## config.mk

```make
export PLATFORM = sky130hd
export DESIGN_NAME = sec_status_bank
export DESIGN_NICKNAME = d
export VERILOG_FILES = /design/src/hw/sec_status_pkg.sv /design/src/hw/sec_status_bank.sv
export SDC_FILE = /design/constraint.sdc
export NUM_CORES = 1
export LEC_CHECK = 0
export ABC_AREA = 1
export BUFFER_PORTS_ARGS = -buffer_cell sky130_fd_sc_hd__buf_2
export CORE_MARGIN = 3
export CORE_UTILIZATION = 51
export DETAILED_ROUTE_END_ITERATION = 7
export PLACE_DENSITY = 0.85
export SKIP_LAST_GASP = 1
export SLEW_MARGIN = 20
export SYNTH_ARGS = -nofsm -noshare
export SYNTH_HDL_FRONTEND = slang
export SYNTH_SLANG_ARGS = --single-unit
```

## constraint.sdc

```tcl
create_clock -name CLK -period 2.7 [get_ports CLK]
set_clock_uncertainty 0.05 [all_clocks]
set_input_delay 0.135 -clock CLK [delete_from_list [all_inputs] [get_ports CLK]]
set_output_delay 0.135 -clock CLK [all_outputs]
set_load 0.01 [all_outputs]
```

## src/hw/sec_status_pkg.sv

```systemverilog
// Constants for the secondary status register bank.
// Assumes a 32-bit classic Wishbone register port in front of it.
package sec_status_pkg;
    // Register map
    localparam logic [7:0] STATUS_OFFS = 8'h44; // Command half low, status half high
    localparam logic [7:0] CTRL_OFFS = 8'h4c; // Control word of this bank
    // Field positions in the status dword
    localparam int INTP_BIT = 19;
    localparam int CAPL_BIT = 20;
    localparam int M66_BIT = 21;
    localparam int FB2B_BIT = 23;
    localparam int MDPE_BIT = 24;
    localparam int DSEL_LO = 25;
    localparam int STA_BIT = 27;
    localparam int RTA_BIT = 28;
    localparam int RMA_BIT = 29;
    localparam int SSE_BIT = 30;
    localparam int DPE_BIT = 31;
    // Control word fields
    localparam int PERR_EN_BIT = 0;
    localparam int REVERSE_BIT = 1;
    localparam int CONV_BIT = 2;
    // Reset and fixed values
    localparam logic [1:0] DSEL_FWD = 2'h1; // Medium decode
    localparam logic [1:0] DSEL_REV = 2'h0;
    localparam logic CAPL_VAL = 1'b1;
    localparam logic [2:0] CTRL_RESET = 3'h4; // Forward, conventional bus, enable off
endpackage : sec_status_pkg

```

## src/hw/sec_status_bank.sv

```systemverilog
// Secondary-side status half-word with sticky, write-one-clear error flags.
// Assumes event inputs are one-cycle pulses from logic on CLK; the
// parity error pin arrives from outside and is synchronised here.
`timescale 1ns/1ns
module sec_status_bank (
    input wire logic CLK, // 50 MHz bridge clock
    input wire logic RST, // Asynchronous reset, active high
    input wire logic WB_CYC_I, // Wishbone cycle
    input wire logic WB_STB_I, // Wishbone strobe
    input wire logic WB_WE_I, // Wishbone write enable
    input wire logic [7:0] WB_ADR_I, // Byte address
    input wire logic [3:0] WB_SEL_I, // Byte lane selects
    input wire logic [31:0] WB_DAT_I, // Write data
    output logic [31:0] WB_DAT_O, // Read data
    output logic WB_ACK_O, // Acknowledge
    input wire logic INTX_PENDING, // Secondary INTx request pending, level
    input wire logic PARITY_ERROR_PIN_N, // Secondary parity error pin, async
    input wire logic SENDING_WR_DATA, // Bridge drives write data on the bus
    input wire logic SPLIT_WR_RESP, // Bridge receives a split response for a write
    input wire logic SPLIT_MSG_WR_PERR, // Split completion message: write parity error
    input wire logic RX_POISONED_CPL, // Reverse: poisoned completion received
    input wire logic TX_POISONED_WR, // Reverse: bridge poisons a write request
    input wire logic RX_POISONED_TLP, // Reverse: any poisoned packet received
    input wire logic TX_CPL_CA, // Reverse: bridge completes with completer abort
    input wire logic RX_CPL_CA, // Reverse: completion with completer abort
    input wire logic RX_CPL_UR, // Reverse: completion with unsupported request
    input wire logic TX_ERR_MSG, // Reverse: fatal or non-fatal message sent
    input wire logic TGT_ABORT_SIGNALED, // Forward: bridge signals target abort
    input wire logic TGT_ABORT_DETECTED, // Forward: bridge detects target abort
    input wire logic MST_ABORT_DETECTED, // Forward: own transaction master aborted
    input wire logic SYSTEM_ERROR_OUT_N, // Forward: system error output, same clock
    input wire logic BUS_PERR_DETECTED, // Forward: address or data parity error
    output logic REVERSE_MODE, // Bank is in reverse bridge mode
    output logic PERR_RESP_EN // Secondary parity error response enable
);

    logic [2:0] ctrl_r; // Parity enable, reverse mode, conventional bus
    logic [15:0] cmd_r; // Lower half-word kept as plain storage
    logic mdpe_r; // Master data parity error flag
    logic sta_r; // Signaled target abort flag
    logic rta_r; // Received target abort flag
    logic rma_r; // Received master abort flag
    logic sse_r; // Signaled system error flag
    logic dpe_r; // Detected parity error flag
    logic intp_r; // Pending interrupt, registered
    logic perr_s1_r; // Parity pin, first stage
    logic perr_s2_r; // Parity pin, second stage
    logic serr_prev_r;
    logic ack_r;
    logic [31:0] dat_r;
    logic req;
    logic wr_stat;
    logic [31:0] clr;
    logic rev;
    logic fwd;
    logic perr_seen;
    logic serr_fall;
    logic perr_en; // Parity response enable bit
    logic conv; // Secondary bus in conventional mode
    logic mdpe_rev_set; // Reverse-mode parity conditions
    logic mdpe_fwd_set; // Forward-mode parity conditions
    logic mdpe_set; // Gated set of the master data parity flag
    logic sta_set;
    logic rta_set;
    logic rma_set;
    logic sse_set;
    logic dpe_set;

    // Register-side handshake: one access per request, ack drops after one cycle
    assign req = WB_CYC_I && WB_STB_I && !ack_r;
    assign wr_stat = req && WB_WE_I && (WB_ADR_I == sec_status_pkg::STATUS_OFFS);
    assign rev = ctrl_r[sec_status_pkg::REVERSE_BIT];
    assign fwd = !rev;

    // Byte-lane mask of ones written; a set event still wins over the clear
    function automatic logic [31:0] lane_ones(input logic [3:0] sel, input logic [31:0] d);
        lane_ones = d & {{8{sel[3]}}, {8{sel[2]}}, {8{sel[1]}}, {8{sel[0]}}};
    endfunction : lane_ones

    // Next state for a sticky flag: set beats clear
    function automatic logic sticky(input logic cur, input logic set, input logic clr_b);
        sticky = set | (cur & ~clr_b);
    endfunction : sticky

    assign clr = wr_stat ? lane_ones(WB_SEL_I, WB_DAT_I) : 32'h0;

    // Parity pin comes from the bus, two flops before use
    always_ff @(posedge CLK or posedge RST) begin
        if (RST) begin
            perr_s1_r <= 1'b1;
            perr_s2_r <= 1'b1;
        end else begin
            perr_s1_r <= PARITY_ERROR_PIN_N;
            perr_s2_r <= perr_s1_r;
        end
    end

    // Falling edge of the system error output; it is produced on this clock
    always_ff @(posedge CLK or posedge RST) begin
        if (RST) begin
            serr_prev_r <= 1'b1;
        end else begin
            serr_prev_r <= SYSTEM_ERROR_OUT_N;
        end
    end

    assign perr_seen = !perr_s2_r && (SENDING_WR_DATA || SPLIT_WR_RESP);
    assign serr_fall = serr_prev_r && !SYSTEM_ERROR_OUT_N;

    // Pending-interrupt level sampled; same-clock source, one cycle of delay
    always_ff @(posedge CLK or posedge RST) begin
        if (RST) begin
            intp_r <= 1'b0;
        end else begin
            intp_r <= INTX_PENDING;
        end
    end

    // Address decodes, shared by the write and read paths
    function automatic logic is_status(input logic [7:0] a);
        is_status = (a == sec_status_pkg::STATUS_OFFS);
    endfunction : is_status

    // Control word lives at its own offset, outside the status dword
    function automatic logic is_ctrl(input logic [7:0] a);
        is_ctrl = (a == sec_status_pkg::CTRL_OFFS);
    endfunction : is_ctrl

    // Picks the reverse or forward event; only one source feeds a flag at a time,
    // so an event of the idle mode can never leave a stale flag behind
    function automatic logic by_mode(input logic r, input logic rev_ev, input logic fwd_ev);
        by_mode = r ? rev_ev : fwd_ev;
    endfunction : by_mode

    // Mode and enable bits pulled out once so every flag reads the same copy
    assign perr_en = ctrl_r[sec_status_pkg::PERR_EN_BIT];
    assign conv = ctrl_r[sec_status_pkg::CONV_BIT];

    // Control word; only lane 0 carries the three live bits
    always_ff @(posedge CLK or posedge RST) begin
        if (RST) begin
            ctrl_r <= sec_status_pkg::CTRL_RESET;
        end else if (req && WB_WE_I && is_ctrl(WB_ADR_I) && WB_SEL_I[0]) begin
            ctrl_r <= WB_DAT_I[2:0];
        end
    end

    // Command half kept as plain storage; lanes 2 and 3 go to the status clears
    always_ff @(posedge CLK or posedge RST) begin
        if (RST) begin
            cmd_r <= 16'h0;
        end else if (req && WB_WE_I && is_status(WB_ADR_I)) begin
            if (WB_SEL_I[0]) begin
                cmd_r[7:0] <= WB_DAT_I[7:0];
            end
            if (WB_SEL_I[1]) begin
                cmd_r[15:8] <= WB_DAT_I[15:8];
            end
        end
    end

    // Reverse-side conditions: poisoned completion in, or a write poisoned out
    assign mdpe_rev_set = RX_POISONED_CPL || TX_POISONED_WR;
    // Forward-side conditions: pin during write traffic, or a split message
    assign mdpe_fwd_set = perr_seen || SPLIT_MSG_WR_PERR;
    // Only this flag is gated; with the enable off the error is simply not logged
    assign mdpe_set = perr_en && by_mode(rev, mdpe_rev_set, mdpe_fwd_set);

    // Master data parity flag; a clear landing with a new error loses to it
    always_ff @(posedge CLK or posedge RST) begin
        if (RST) begin
            mdpe_r <= 1'b0;
        end else begin
            mdpe_r <= sticky(mdpe_r, mdpe_set, clr[sec_status_pkg::MDPE_BIT]);
        end
    end

    // Set events per flag, each chosen by the live mode bit
    assign sta_set = by_mode(rev, TX_CPL_CA, TGT_ABORT_SIGNALED);
    assign rta_set = by_mode(rev, RX_CPL_CA, TGT_ABORT_DETECTED);
    assign rma_set = by_mode(rev, RX_CPL_UR, MST_ABORT_DETECTED);
    assign sse_set = by_mode(rev, TX_ERR_MSG, serr_fall);
    // Detected parity ignores the response enable in both modes
    assign dpe_set = by_mode(rev, RX_POISONED_TLP, BUS_PERR_DETECTED);

    // Signaled target abort flag
    always_ff @(posedge CLK or posedge RST) begin
        if (RST) begin
            sta_r <= 1'b0;
        end else begin
            sta_r <= sticky(sta_r, sta_set, clr[sec_status_pkg::STA_BIT]);
        end
    end

    // Received target abort flag
    always_ff @(posedge CLK or posedge RST) begin
        if (RST) begin
            rta_r <= 1'b0;
        end else begin
            rta_r <= sticky(rta_r, rta_set, clr[sec_status_pkg::RTA_BIT]);
        end
    end

    // Received master abort flag
    always_ff @(posedge CLK or posedge RST) begin
        if (RST) begin
            rma_r <= 1'b0;
        end else begin
            rma_r <= sticky(rma_r, rma_set, clr[sec_status_pkg::RMA_BIT]);
        end
    end

    // Signaled system error flag; forward mode counts edges, not the low level,
    // so a long assertion of the output cannot re-set a flag software cleared
    always_ff @(posedge CLK or posedge RST) begin
        if (RST) begin
            sse_r <= 1'b0;
        end else begin
            sse_r <= sticky(sse_r, sse_set, clr[sec_status_pkg::SSE_BIT]);
        end
    end

    // Detected parity error flag
    always_ff @(posedge CLK or posedge RST) begin
        if (RST) begin
            dpe_r <= 1'b0;
        end else begin
            dpe_r <= sticky(dpe_r, dpe_set, clr[sec_status_pkg::DPE_BIT]);
        end
    end

    // Read-only capability bits; they follow the mode live, so a mode change
    // shows on the very next read without any reset
    function automatic logic [31:0] fixed_bits(input logic f, input logic c);
        logic [31:0] w;
        w = 32'h0;
        w[sec_status_pkg::CAPL_BIT] = sec_status_pkg::CAPL_VAL;
        w[sec_status_pkg::M66_BIT] = f;
        w[sec_status_pkg::FB2B_BIT] = f && c;
        w[sec_status_pkg::DSEL_LO +: 2] = f ? sec_status_pkg::DSEL_FWD
                                            : sec_status_pkg::DSEL_REV;
        fixed_bits = w;
    endfunction : fixed_bits

    // Pending level and sticky flags at their places; reserved bits stay zero
    function automatic logic [31:0] flag_bits();
        logic [31:0] w;
        w = 32'h0;
        w[sec_status_pkg::INTP_BIT] = intp_r;
        w[sec_status_pkg::MDPE_BIT] = mdpe_r;
        w[sec_status_pkg::STA_BIT] = sta_r;
        w[sec_status_pkg::RTA_BIT] = rta_r;
        w[sec_status_pkg::RMA_BIT] = rma_r;
        w[sec_status_pkg::SSE_BIT] = sse_r;
        w[sec_status_pkg::DPE_BIT] = dpe_r;
        flag_bits = w;
    endfunction : flag_bits

    // Status dword as read: command half below, status half above
    function automatic logic [31:0] status_word(input logic f, input logic c);
        status_word = {16'h0, cmd_r} | fixed_bits(f, c) | flag_bits();
    endfunction : status_word

    // Ack one cycle after the request; it blocks a second take of the same request
    always_ff @(posedge CLK or posedge RST) begin
        if (RST) begin
            ack_r <= 1'b0;
        end else begin
            ack_r <= req;
        end
    end

    // Read data latched with the request; unmapped reads return zero
    always_ff @(posedge CLK or posedge RST) begin
        if (RST) begin
            dat_r <= 32'h0;
        end else if (req && !WB_WE_I) begin
            if (is_status(WB_ADR_I)) begin
                dat_r <= status_word(fwd, conv);
            end else if (is_ctrl(WB_ADR_I)) begin
                dat_r <= {29'h0, ctrl_r};
            end else begin
                dat_r <= 32'h0;
            end
        end
    end

    // Outputs straight from flip-flops
    assign WB_ACK_O = ack_r;
    assign WB_DAT_O = dat_r;
    assign REVERSE_MODE = ctrl_r[sec_status_pkg::REVERSE_BIT];
    assign PERR_RESP_EN = ctrl_r[sec_status_pkg::PERR_EN_BIT];

endmodule : sec_status_bank

```

**Word-level counts from Yosys, hierarchy flattened**

Index checks and enable logic that the tools add are counted.

- Bitwise logic cells: 21
- Muxes and demuxes: 10
- Equality and inequality tests: 2
- Reductions and logical operators: 21

Operators with widths:

| cell | count |
|---|---|
| $mux 32 | 2 |
| $and 32x32->32 | 1 |
| $or 26x32->32 | 1 |
| $or 16x26->26 | 1 |
| $eq 8x7->1 const B | 2 |
| $logic_and 1x1->1 | 11 |
| $mux 1 | 7 |
| $and 1x1->1 | 6 |
| $not 1->1 | 6 |
| $or 1x1->1 | 6 |
| $logic_not 1->1 | 5 |
| $reduce_and 2->1 | 2 |
| $logic_or 1x1->1 | 3 |
| $mux 3 | 1 |

- Bits of input ports: 66
- Register bits: 62
- Output and inout port bits: 35
- Logic and storage cells: 69

**Depth between registers and ports, before layout**

Gate-level depths: netlist of run 1.

- Depth in word-level cells: 8
- Depth in mapped cells: 8
- Gate-level depth less buffers: 7

**Least setup slack after synthesis of run 1**

No wires, ideal clock.

- Path kind: flip-flop to flip-flop
- From: register ack_r (netlist: WB_ACK_O)
- To: register mdpe_r
- Data arrival time: 1.113 ns
- Path buffers: 1
- Cell stages (with the launch flop): 8
- Setup time: 0.117 ns
- Data required time: 2.533 ns
- Path slack: 1.420 ns
- Clock period less this slack: 1.280 ns
- Path through: dfrtp_1 -> inv_1 -> nand3_2 -> nor2_4 -> buf_2 -> nand3_1 -> nand2_1 -> nand2_1

- Word-level cells in the longest chain between the ends: 8

RTL lines:

| element | RTL line | text |
|---|---|---|
| from (decl) | sec_status_bank.sv:49 | `logic ack_r;` |
| from (signal assigned) | sec_status_bank.sv:269 | `ack_r <= req;` |
| $logic_not 1->1 | sec_status_bank.sv:70 | `assign req = WB_CYC_I && WB_STB_I && !ack_r;` |
| $logic_and 1x1->1 | sec_status_bank.sv:70 |  |
| $logic_and 1x1->1 (2 in series) | sec_status_bank.sv:71 | `assign wr_stat = req && WB_WE_I && (WB_ADR_I == sec_status_pkg::STATUS_OFFS);` |
| $mux 32 | sec_status_bank.sv:85 | `assign clr = wr_stat ? lane_ones(WB_SEL_I, WB_DAT_I) : 32'h0;` |
| $not 1->1 | sec_status_bank.sv:82 | `sticky = set \| (cur & ~clr_b);` |
| $and 1x1->1 | sec_status_bank.sv:82 |  |
| $or 1x1->1 | sec_status_bank.sv:82 |  |
| to (signal assigned) | sec_status_bank.sv:174 | `mdpe_r <= sticky(mdpe_r, mdpe_set, clr[sec_status_pkg::MDPE_BIT]);` |
| to (decl) | sec_status_bank.sv:39 | `logic mdpe_r;` |

Every way passes these cells.
A chain may end at the register's enable or synchronous reset.

**Worst setup path after layout of run 1**

- From: register ack_r (netlist: WB_ACK_O)
- To: register cmd_r[3]

- Word-level cells in the longest chain between the ends: 5

RTL lines:

| element | RTL line | text |
|---|---|---|
| $logic_not 1->1 | sec_status_bank.sv:70 |  |
| $logic_and 1x1->1 | sec_status_bank.sv:70 |  |
| $logic_and 1x1->1 (2 in series) | sec_status_bank.sv:152 | `end else if (req && WB_WE_I && is_status(WB_ADR_I)) begin` |
| $reduce_and 2->1 (no source line) | -- |  |
| to (signal assigned) | sec_status_bank.sv:154 | `cmd_r[7:0] <= WB_DAT_I[7:0];` |
| to (decl) | sec_status_bank.sv:38 | `logic [15:0] cmd_r;` |

Every way passes these cells.

==> results.toml, run 1 <==
[run_status]
outcome = "complete, no violations"

[critical_path]
worstPathCellList = "inv_1 > nand3_2 > nor2_4 > nand3_1 > nand2_1 > nand2_1"
slowest_stage = "nor2_4"
critPathCaptureType = "flop"
crit_top_cell = "nand2_1"
max_stage_delay_ps = 500
setup.worst_path.start_class = "flop"
cp.required_ps = 2860
crit_arrival_ps = 1980
path_max_fanout = 28
crit_family = "simple AND/OR/NAND/NOR gates"
crit_buf_inv = 1
critical_path_class = "reg2reg"

[finish]
diodes = 0
fin_util_pct = 68.10
drive_gt1_share_pct = 28.84
areaGrowthSynthToFinish_pct = 24.58
regArea_um2 = 1406
layoutNonFillerInstCount = 436
multi_input_area_um2 = 885.9
final_area_um2 = 3088
largest_reg_flops = 26
nNetsFinal = 436
fillerInstances = 376

[global_routing]
busiest_layer = "met2"
grt_pass1_wl_um = 9025
grt_pass1_vias = 2037
grt_max_degree = 43
grt_use_met1_pct = 26.50
overflow = 0
groute.usage.overall_pct = 20.73
antenna_found_initial = 0
grt_use_met2_pct = 34.61
met3_usage_pct = 4.354

[timing]
post-route-min-period_ps = 1818
max_freq_ghz = 0.5501
fin_setup_tns_ps = 0
finalHoldViolCount = 0
final-setup-viol-count = 0
final_max_slew_viol_count = 0
relSlewSlack_pct = 59.19
rsz0062_at_grt = "no"
period_share_pct = 67.33
tightest_slew_ps = 610.7

[yosys]
async_flop_share_pct = 100.0
synth_edf_count = 0
synthTopCellsByArea = "dfrtp_1 (52%), nand2_1 (17%), nand3_1 (7.9%)"
ys_warn_count = 0
synthCells = 283
syn_area_per_cell_um2 = 8.758
yosys.cell_types.count = 19
syn-cell-area_um2 = 2479
synth_seq_cells = 56
synth_top_area_share_pct = 52.50
synthFlopType = "dfrtp_1"
yosys.area.top_type = "dfrtp_1"
synthTopCellsByCount = "nand2_1 (109), dfrtp_1 (52), nand3_1 (39), nand4_1 (20), inv_1 (15)"
ys_seq_area_share_pct = 56.74
synth_most_common_cell = "nand2_1"

[place]
gp_congestion = 0.8251
port_buffers = 84
dp_hpwl_um = 3828
post_dp_cell_area_um2 = 2877
dp.cells = 418

[power_and_ir_drop]
p_per_area_nw_per_um2 = 491.7
power_leakage_nw = 1.800
irDropWorstVdd_v = 0.0002621
power_mw = 1.518

[floorplanning]
dieArea_um2 = 5733
io-pin-count = 101
start_util_pct = 54.66
rows = 24
die_height_um = 75.72
core_um2 = 4534
die_width_um = 75.72

[detailed_routing]
routedWlPerCell_um = 12.93
remaining_drc_errors = 0
postRouteAntennaNets = 0
vias = 2167
drt-initial-drc-count = 182
drt-total-wl_um = 5636
firstDrtPassIters = 5
via_per_inst = 4.970

[worst_hold_path]
hold_path.class = "in2reg"

[clock_network]
worstSkewPairLatency_ps = 310
htree_levels = 2
cts_buffers = 5
cts-resized-gates = 0
cts.clk_slew.worst_paths_ps = 100
cts_sinks = 56
cts-root-buf = "clkbuf_8"
cts_buffer_depth = 2
post_cts_buffers = 0
cts_tree = "yes"

[flow_run]
max-cap-violations = 0
repair_timing:
action,4_1_cts,5_1_grt
endpoints found under the setup margin,0,0
hold buffers,10,0
hold endpoints to repair,21,0
final timing paths:
kind	startpoint	to	slack, ps	depth (start not counted)
worst max-delay path	WB_ACK_O$_DFF_PP0_	cmd_r[3]$_DFFE_PP0P_	880	6
worst min-delay path	TGT_ABORT_SIGNALED	sta_r$_DFF_PP0_	3	3
worst max register to register	WB_ACK_O$_DFF_PP0_	cmd_r[3]$_DFFE_PP0P_	880	6
worst min register to register	perr_s1_r$_DFF_PP1_	perr_s2_r$_DFF_PP1_	310	0
max in group asynchronous	RST	ctrl_r[2]$_DFFE_PP1P_	1520	4
min in group asynchronous	RST	WB_DAT_O[13]$_DFFE_PP0P_	250	3
cell families after synthesis:
kind of cell / Yosys count / synth area share [%]
other cells: 1 / 0.1513
simple gates: 181 / 32.56
compound gates: 4 / 0.8077
flops: 56 / 56.74
mux: 4 / 1.615
buf+inv: 37 / 8.127
tightest hold or removal path: cells and delay by family:
kind	cells	cell delay, ps
simple gates	1	70
mux	1	50
buf+inv	1	80
cells in the final DEF, fill, tap and decap left out:
cell type / instances
nor2_4: 2
buf_2: 84
inv_1: 14
bufinv_16: 1
nand2_1: 109
conb_1: 5
nand3_1: 39
o21ai_0: 4
dlygate4sd3_1: 10
nand3_2: 1
clkinv_2: 1
dfstp_2: 4
buf_4: 3
nand2_2: 1
nand4_1: 20
nor2_2: 2
mux2i_1: 4
nor2_1: 7
clkinvlp_4: 1
inv_2: 2
dfrtp_1: 52
clkbuf_8: 5
through the flow:
stage / setup slack [ps] / hold WS (ps)
global placement: 964.8 / 46.99
detailed placement: 911.8 / 43.66
floorplan: 1150 / 89.48
finish: 882.2 / 2.822
global route: 732.5 / 9.056
CTS: 883.7 / 2.521
where the power goes:
group	internal, mW	switching, mW
combinational	0.0492	0.0672
sequential	0.848	0.00450
clock	0.275	0.275
per-layer routing:
| layer | wire length [um] | part of all wire (%) | vias up |
|---|---|---|---|
| li1 | - | - | 1079 |
| met1 | 2442 | 43 | 994 |
| met2 | 2740 | 49 | 85 |
| met3 | 365 | 6.5 | 9 |
| met4 | 87 | 1.5 | 0 |
| met5 | 0 | 0 | - |
cell type report:
type / count / share of cell area (%)
Sequential cell: 56 / 45.54
Timing Repair Buffer: 97 / 17.59
Clock buffer: 5 / 2.229
Tap cell: 65 / 2.634
Multi-Input combinational cell: 194 / 28.69
Clock inverter: 3 / 1.378
Inverter: 16 / 1.945
Power figures use the tool's default switching activity.
==> run 2: changes to the inputs <==
--- a/config.mk
+++ b/config.mk
@@ -8,9 +8,9 @@
 export ABC_AREA = 1
 export BUFFER_PORTS_ARGS = -buffer_cell sky130_fd_sc_hd__buf_2
 export CORE_MARGIN = 3
-export CORE_UTILIZATION = 51
+export CORE_UTILIZATION = 43
 export DETAILED_ROUTE_END_ITERATION = 7
-export PLACE_DENSITY = 0.85
+export PLACE_DENSITY = 0.76
 export SKIP_LAST_GASP = 1
 export SLEW_MARGIN = 20
 export SYNTH_ARGS = -nofsm -noshare
==> constraint.sdc (replaced) <==
create_clock -name CLK -period 1.5 [get_ports CLK]
set_clock_uncertainty 0.05 [all_clocks]
set_input_delay 0.075 -clock CLK [delete_from_list [all_inputs] [get_ports CLK]]
set_output_delay 0.075 -clock CLK [all_outputs]
set_load 0.01 [all_outputs]
==> results.toml, run 2 (synthesis results as in run 1) <==
[clock_network]
cts-root-buf = "clkbuf_8"
cts_buffers = 5
htree_levels = 2
cts.clk_slew.worst_paths_ps = 90
cts_sinks = 56
cts_buffer_depth = 2
worstSkewPairLatency_ps = 300
cts_tree = "yes"

[global_routing]
groute.usage.overall_pct = 19.06
grt_max_degree = 57
grt_pass1_vias = 2125
grt_pass1_wl_um = 9798
overflow = 0
antenna_found_initial = 0

[floorplanning]
start_util_pct = 44.74
io-pin-count = 101
die_width_um = 81.92
dieArea_um2 = 6711
die_height_um = 81.92
rows = 27
core_um2 = 5540

[finish]
final_cell_mix = "nand2_1 (109), buf_2 (84), dfrtp_1 (52), nand3_1 (37), dlygate4sd3_1 (28)"
fin_util_pct = 61.40
layoutNonFillerInstCount = 472
largest_reg_flops = 26
drive_gt1_share_pct = 29.75
fillerInstances = 477
areaGrowthSynthToFinish_pct = 37.25
diodes = 0
nNetsFinal = 465
final_common_cell = "nand2_1"

[power_and_ir_drop]
p_seq_share_pct = 58.1
p_sw_share_pct = 22.83
power_leakage_nw = 1.935
irDropWorstVdd_v = 0.0006455
p_comb_share_pct = 10.2
p_per_area_nw_per_um2 = 776.6
p_sw_mw = 0.6031
internal_power_mw = 2.039
clkPwrFrac_pct = 31.7

[timing]
final_max_slew_viol_count = 0
tightest_slew_ps = 507.1
finalHoldViolCount = 0
period_share_pct = 89.81
final-setup-viol-count = 0
rsz0062_at_grt = "yes"
post-route-min-period_ps = 1347
max_freq_ghz = 0.7423
relSlewSlack_pct = 66.20
timing.final.ws_setup_ps = 152.9

[worst_hold_path]
min_to = "cmd_r[6]$_DFFE_PP0P_"
min_path_cells = 3
min-delay-start = "WB_DAT_I[6]"
hold_path.class = "in2reg"

[critical_path]
crit_family = "simple AND/OR/NAND/NOR gates"
reg2reg_slack_ps = 150
slowest_stage = "dfrtp_1"
critical_path_class = "reg2reg"
crit_top_cell = "nand2_1"
reg2reg_depth = 8
cp.required_ps = 1650
r2r-end = "rma_r$_DFF_PP0_"
crit_arrival_ps = 1490
critPathCaptureType = "flop"
worstPathCellList = "inv_1 > nand3_2 > nor2_4 > buf_4 > buf_12 > nand3_1 > nand2_1 > nand2_1"
path_max_fanout = 11
crit_start = "WB_ACK_O$_DFF_PP0_"
r2r_start = "WB_ACK_O$_DFF_PP0_"
max_stage_delay_ps = 380
setup.worst_path.start_class = "flop"
cp.depth = 8
crit_buf_inv = 3

[run_status]
outcome = "complete, no violations"

[detailed_routing]
postRouteAntennaNets = 0
drt-initial-drc-count = 185
drt-total-wl_um = 5858
firstDrtPassIters = 4
vias = 2277
via_per_inst = 4.824
remaining_drc_errors = 0
routedWlPerCell_um = 12.41

[flow_run]
max-cap-violations = 0

[place]
pre_cts_slack_ps = -43.20
port_buffers = 84
gp_congestion = 0.8609
dp.cells = 432
dp_hpwl_um = 3913
## run 2: cell count changes in the layout (fill, tap and decap cells not counted), sizes merged
cell         delta
buf            +11
bufinv          -1
clkbuf          +2
clkinv          -1
dlygate4sd3    +18
## run 2: worst max path at each step
| stage | endpoint | slack, ps |
|---|---|---|
| finish | rma_r$_DFF_PP0_ | 150 |
| global route | WB_DAT_O[25]$_DFFE_PP0P_ | -20 |
| CTS | cmd_r[6]$_DFFE_PP0P_ | 40 |
| detailed placement | cmd_r[6]$_DFFE_PP0P_ | -40 |
| global placement | cmd_r[4]$_DFFE_PP0P_ | 50 |
| floorplan | WB_ACK_O$_DFF_PP0_ | 10 |
## run 2: worst register-to-register path: cells and delay by family, from the launching register on
family                 cells  cell delay, ps
flip-flops                 1             380
AND/OR/NAND/NOR            5             450
buffers and inverters      3             360
## run 2: cell type report
class	count	area, um2	area share, %
Sequential cell	56	1406	41.34
Inverter	16	60.06	1.765
Multi-Input combinational cell	194	908.4	26.70
Timing Repair Buffer	126	843.3	24.79
Clock inverter	1	7.507	0.2207
Clock buffer	7	86.33	2.538
Tap cell	72	90.09	2.648
## run 2: what timing repair did
item,4_1_cts,5_1_grt
resized for setup,2,2
hold buffers,28,0
pin swaps,0,1
hold endpoints to repair,78,0
endpoints found under the setup margin,10,21
buffers inserted,0,4
## run 2: per-stage QoR
step | hold slack (ps) | cell area [um2] | TNS, ps | power (mW)
final | 11.18 | 3402 | 0 | 2.642
after global routing | 15.54 | 3402 | -23.23 | 2.777
after CTS | 11.48 | 3359 | 0 | 2.665
after detailed placement | 101.7 | 2975 | -48.07 | 1.767
after global placement | 97.65 | 2975 | 0 | 1.762
after floorplan | 29.48 | 2494 | 0 | 1.666
## run 2: power groups by stage
| stage | combinational (mW) | clock, mW | sequential [mW] |
|---|---|---|---|
| after floorplan | 0.104 | 0 | 1.56 |
| after global placement | 0.199 | 0 | 1.56 |
| after detailed placement | 0.203 | 0 | 1.56 |
| final | 0.270 | 0.837 | 1.53 |
| after global routing | 0.302 | 0.938 | 1.54 |
| after CTS | 0.261 | 0.869 | 1.53 |
## run 2: layer usage
metal / global-route usage, % / vias to the layer above / share of wire [%]
met1: 25.37 / 1034 / 42
met2: 30.45 / 87 / 50
li1: - / 1139 / -
met3: 3.399 / 17 / 5.9
met5: 0 / - / 0
met4: 8.306 / 0 / 2.7
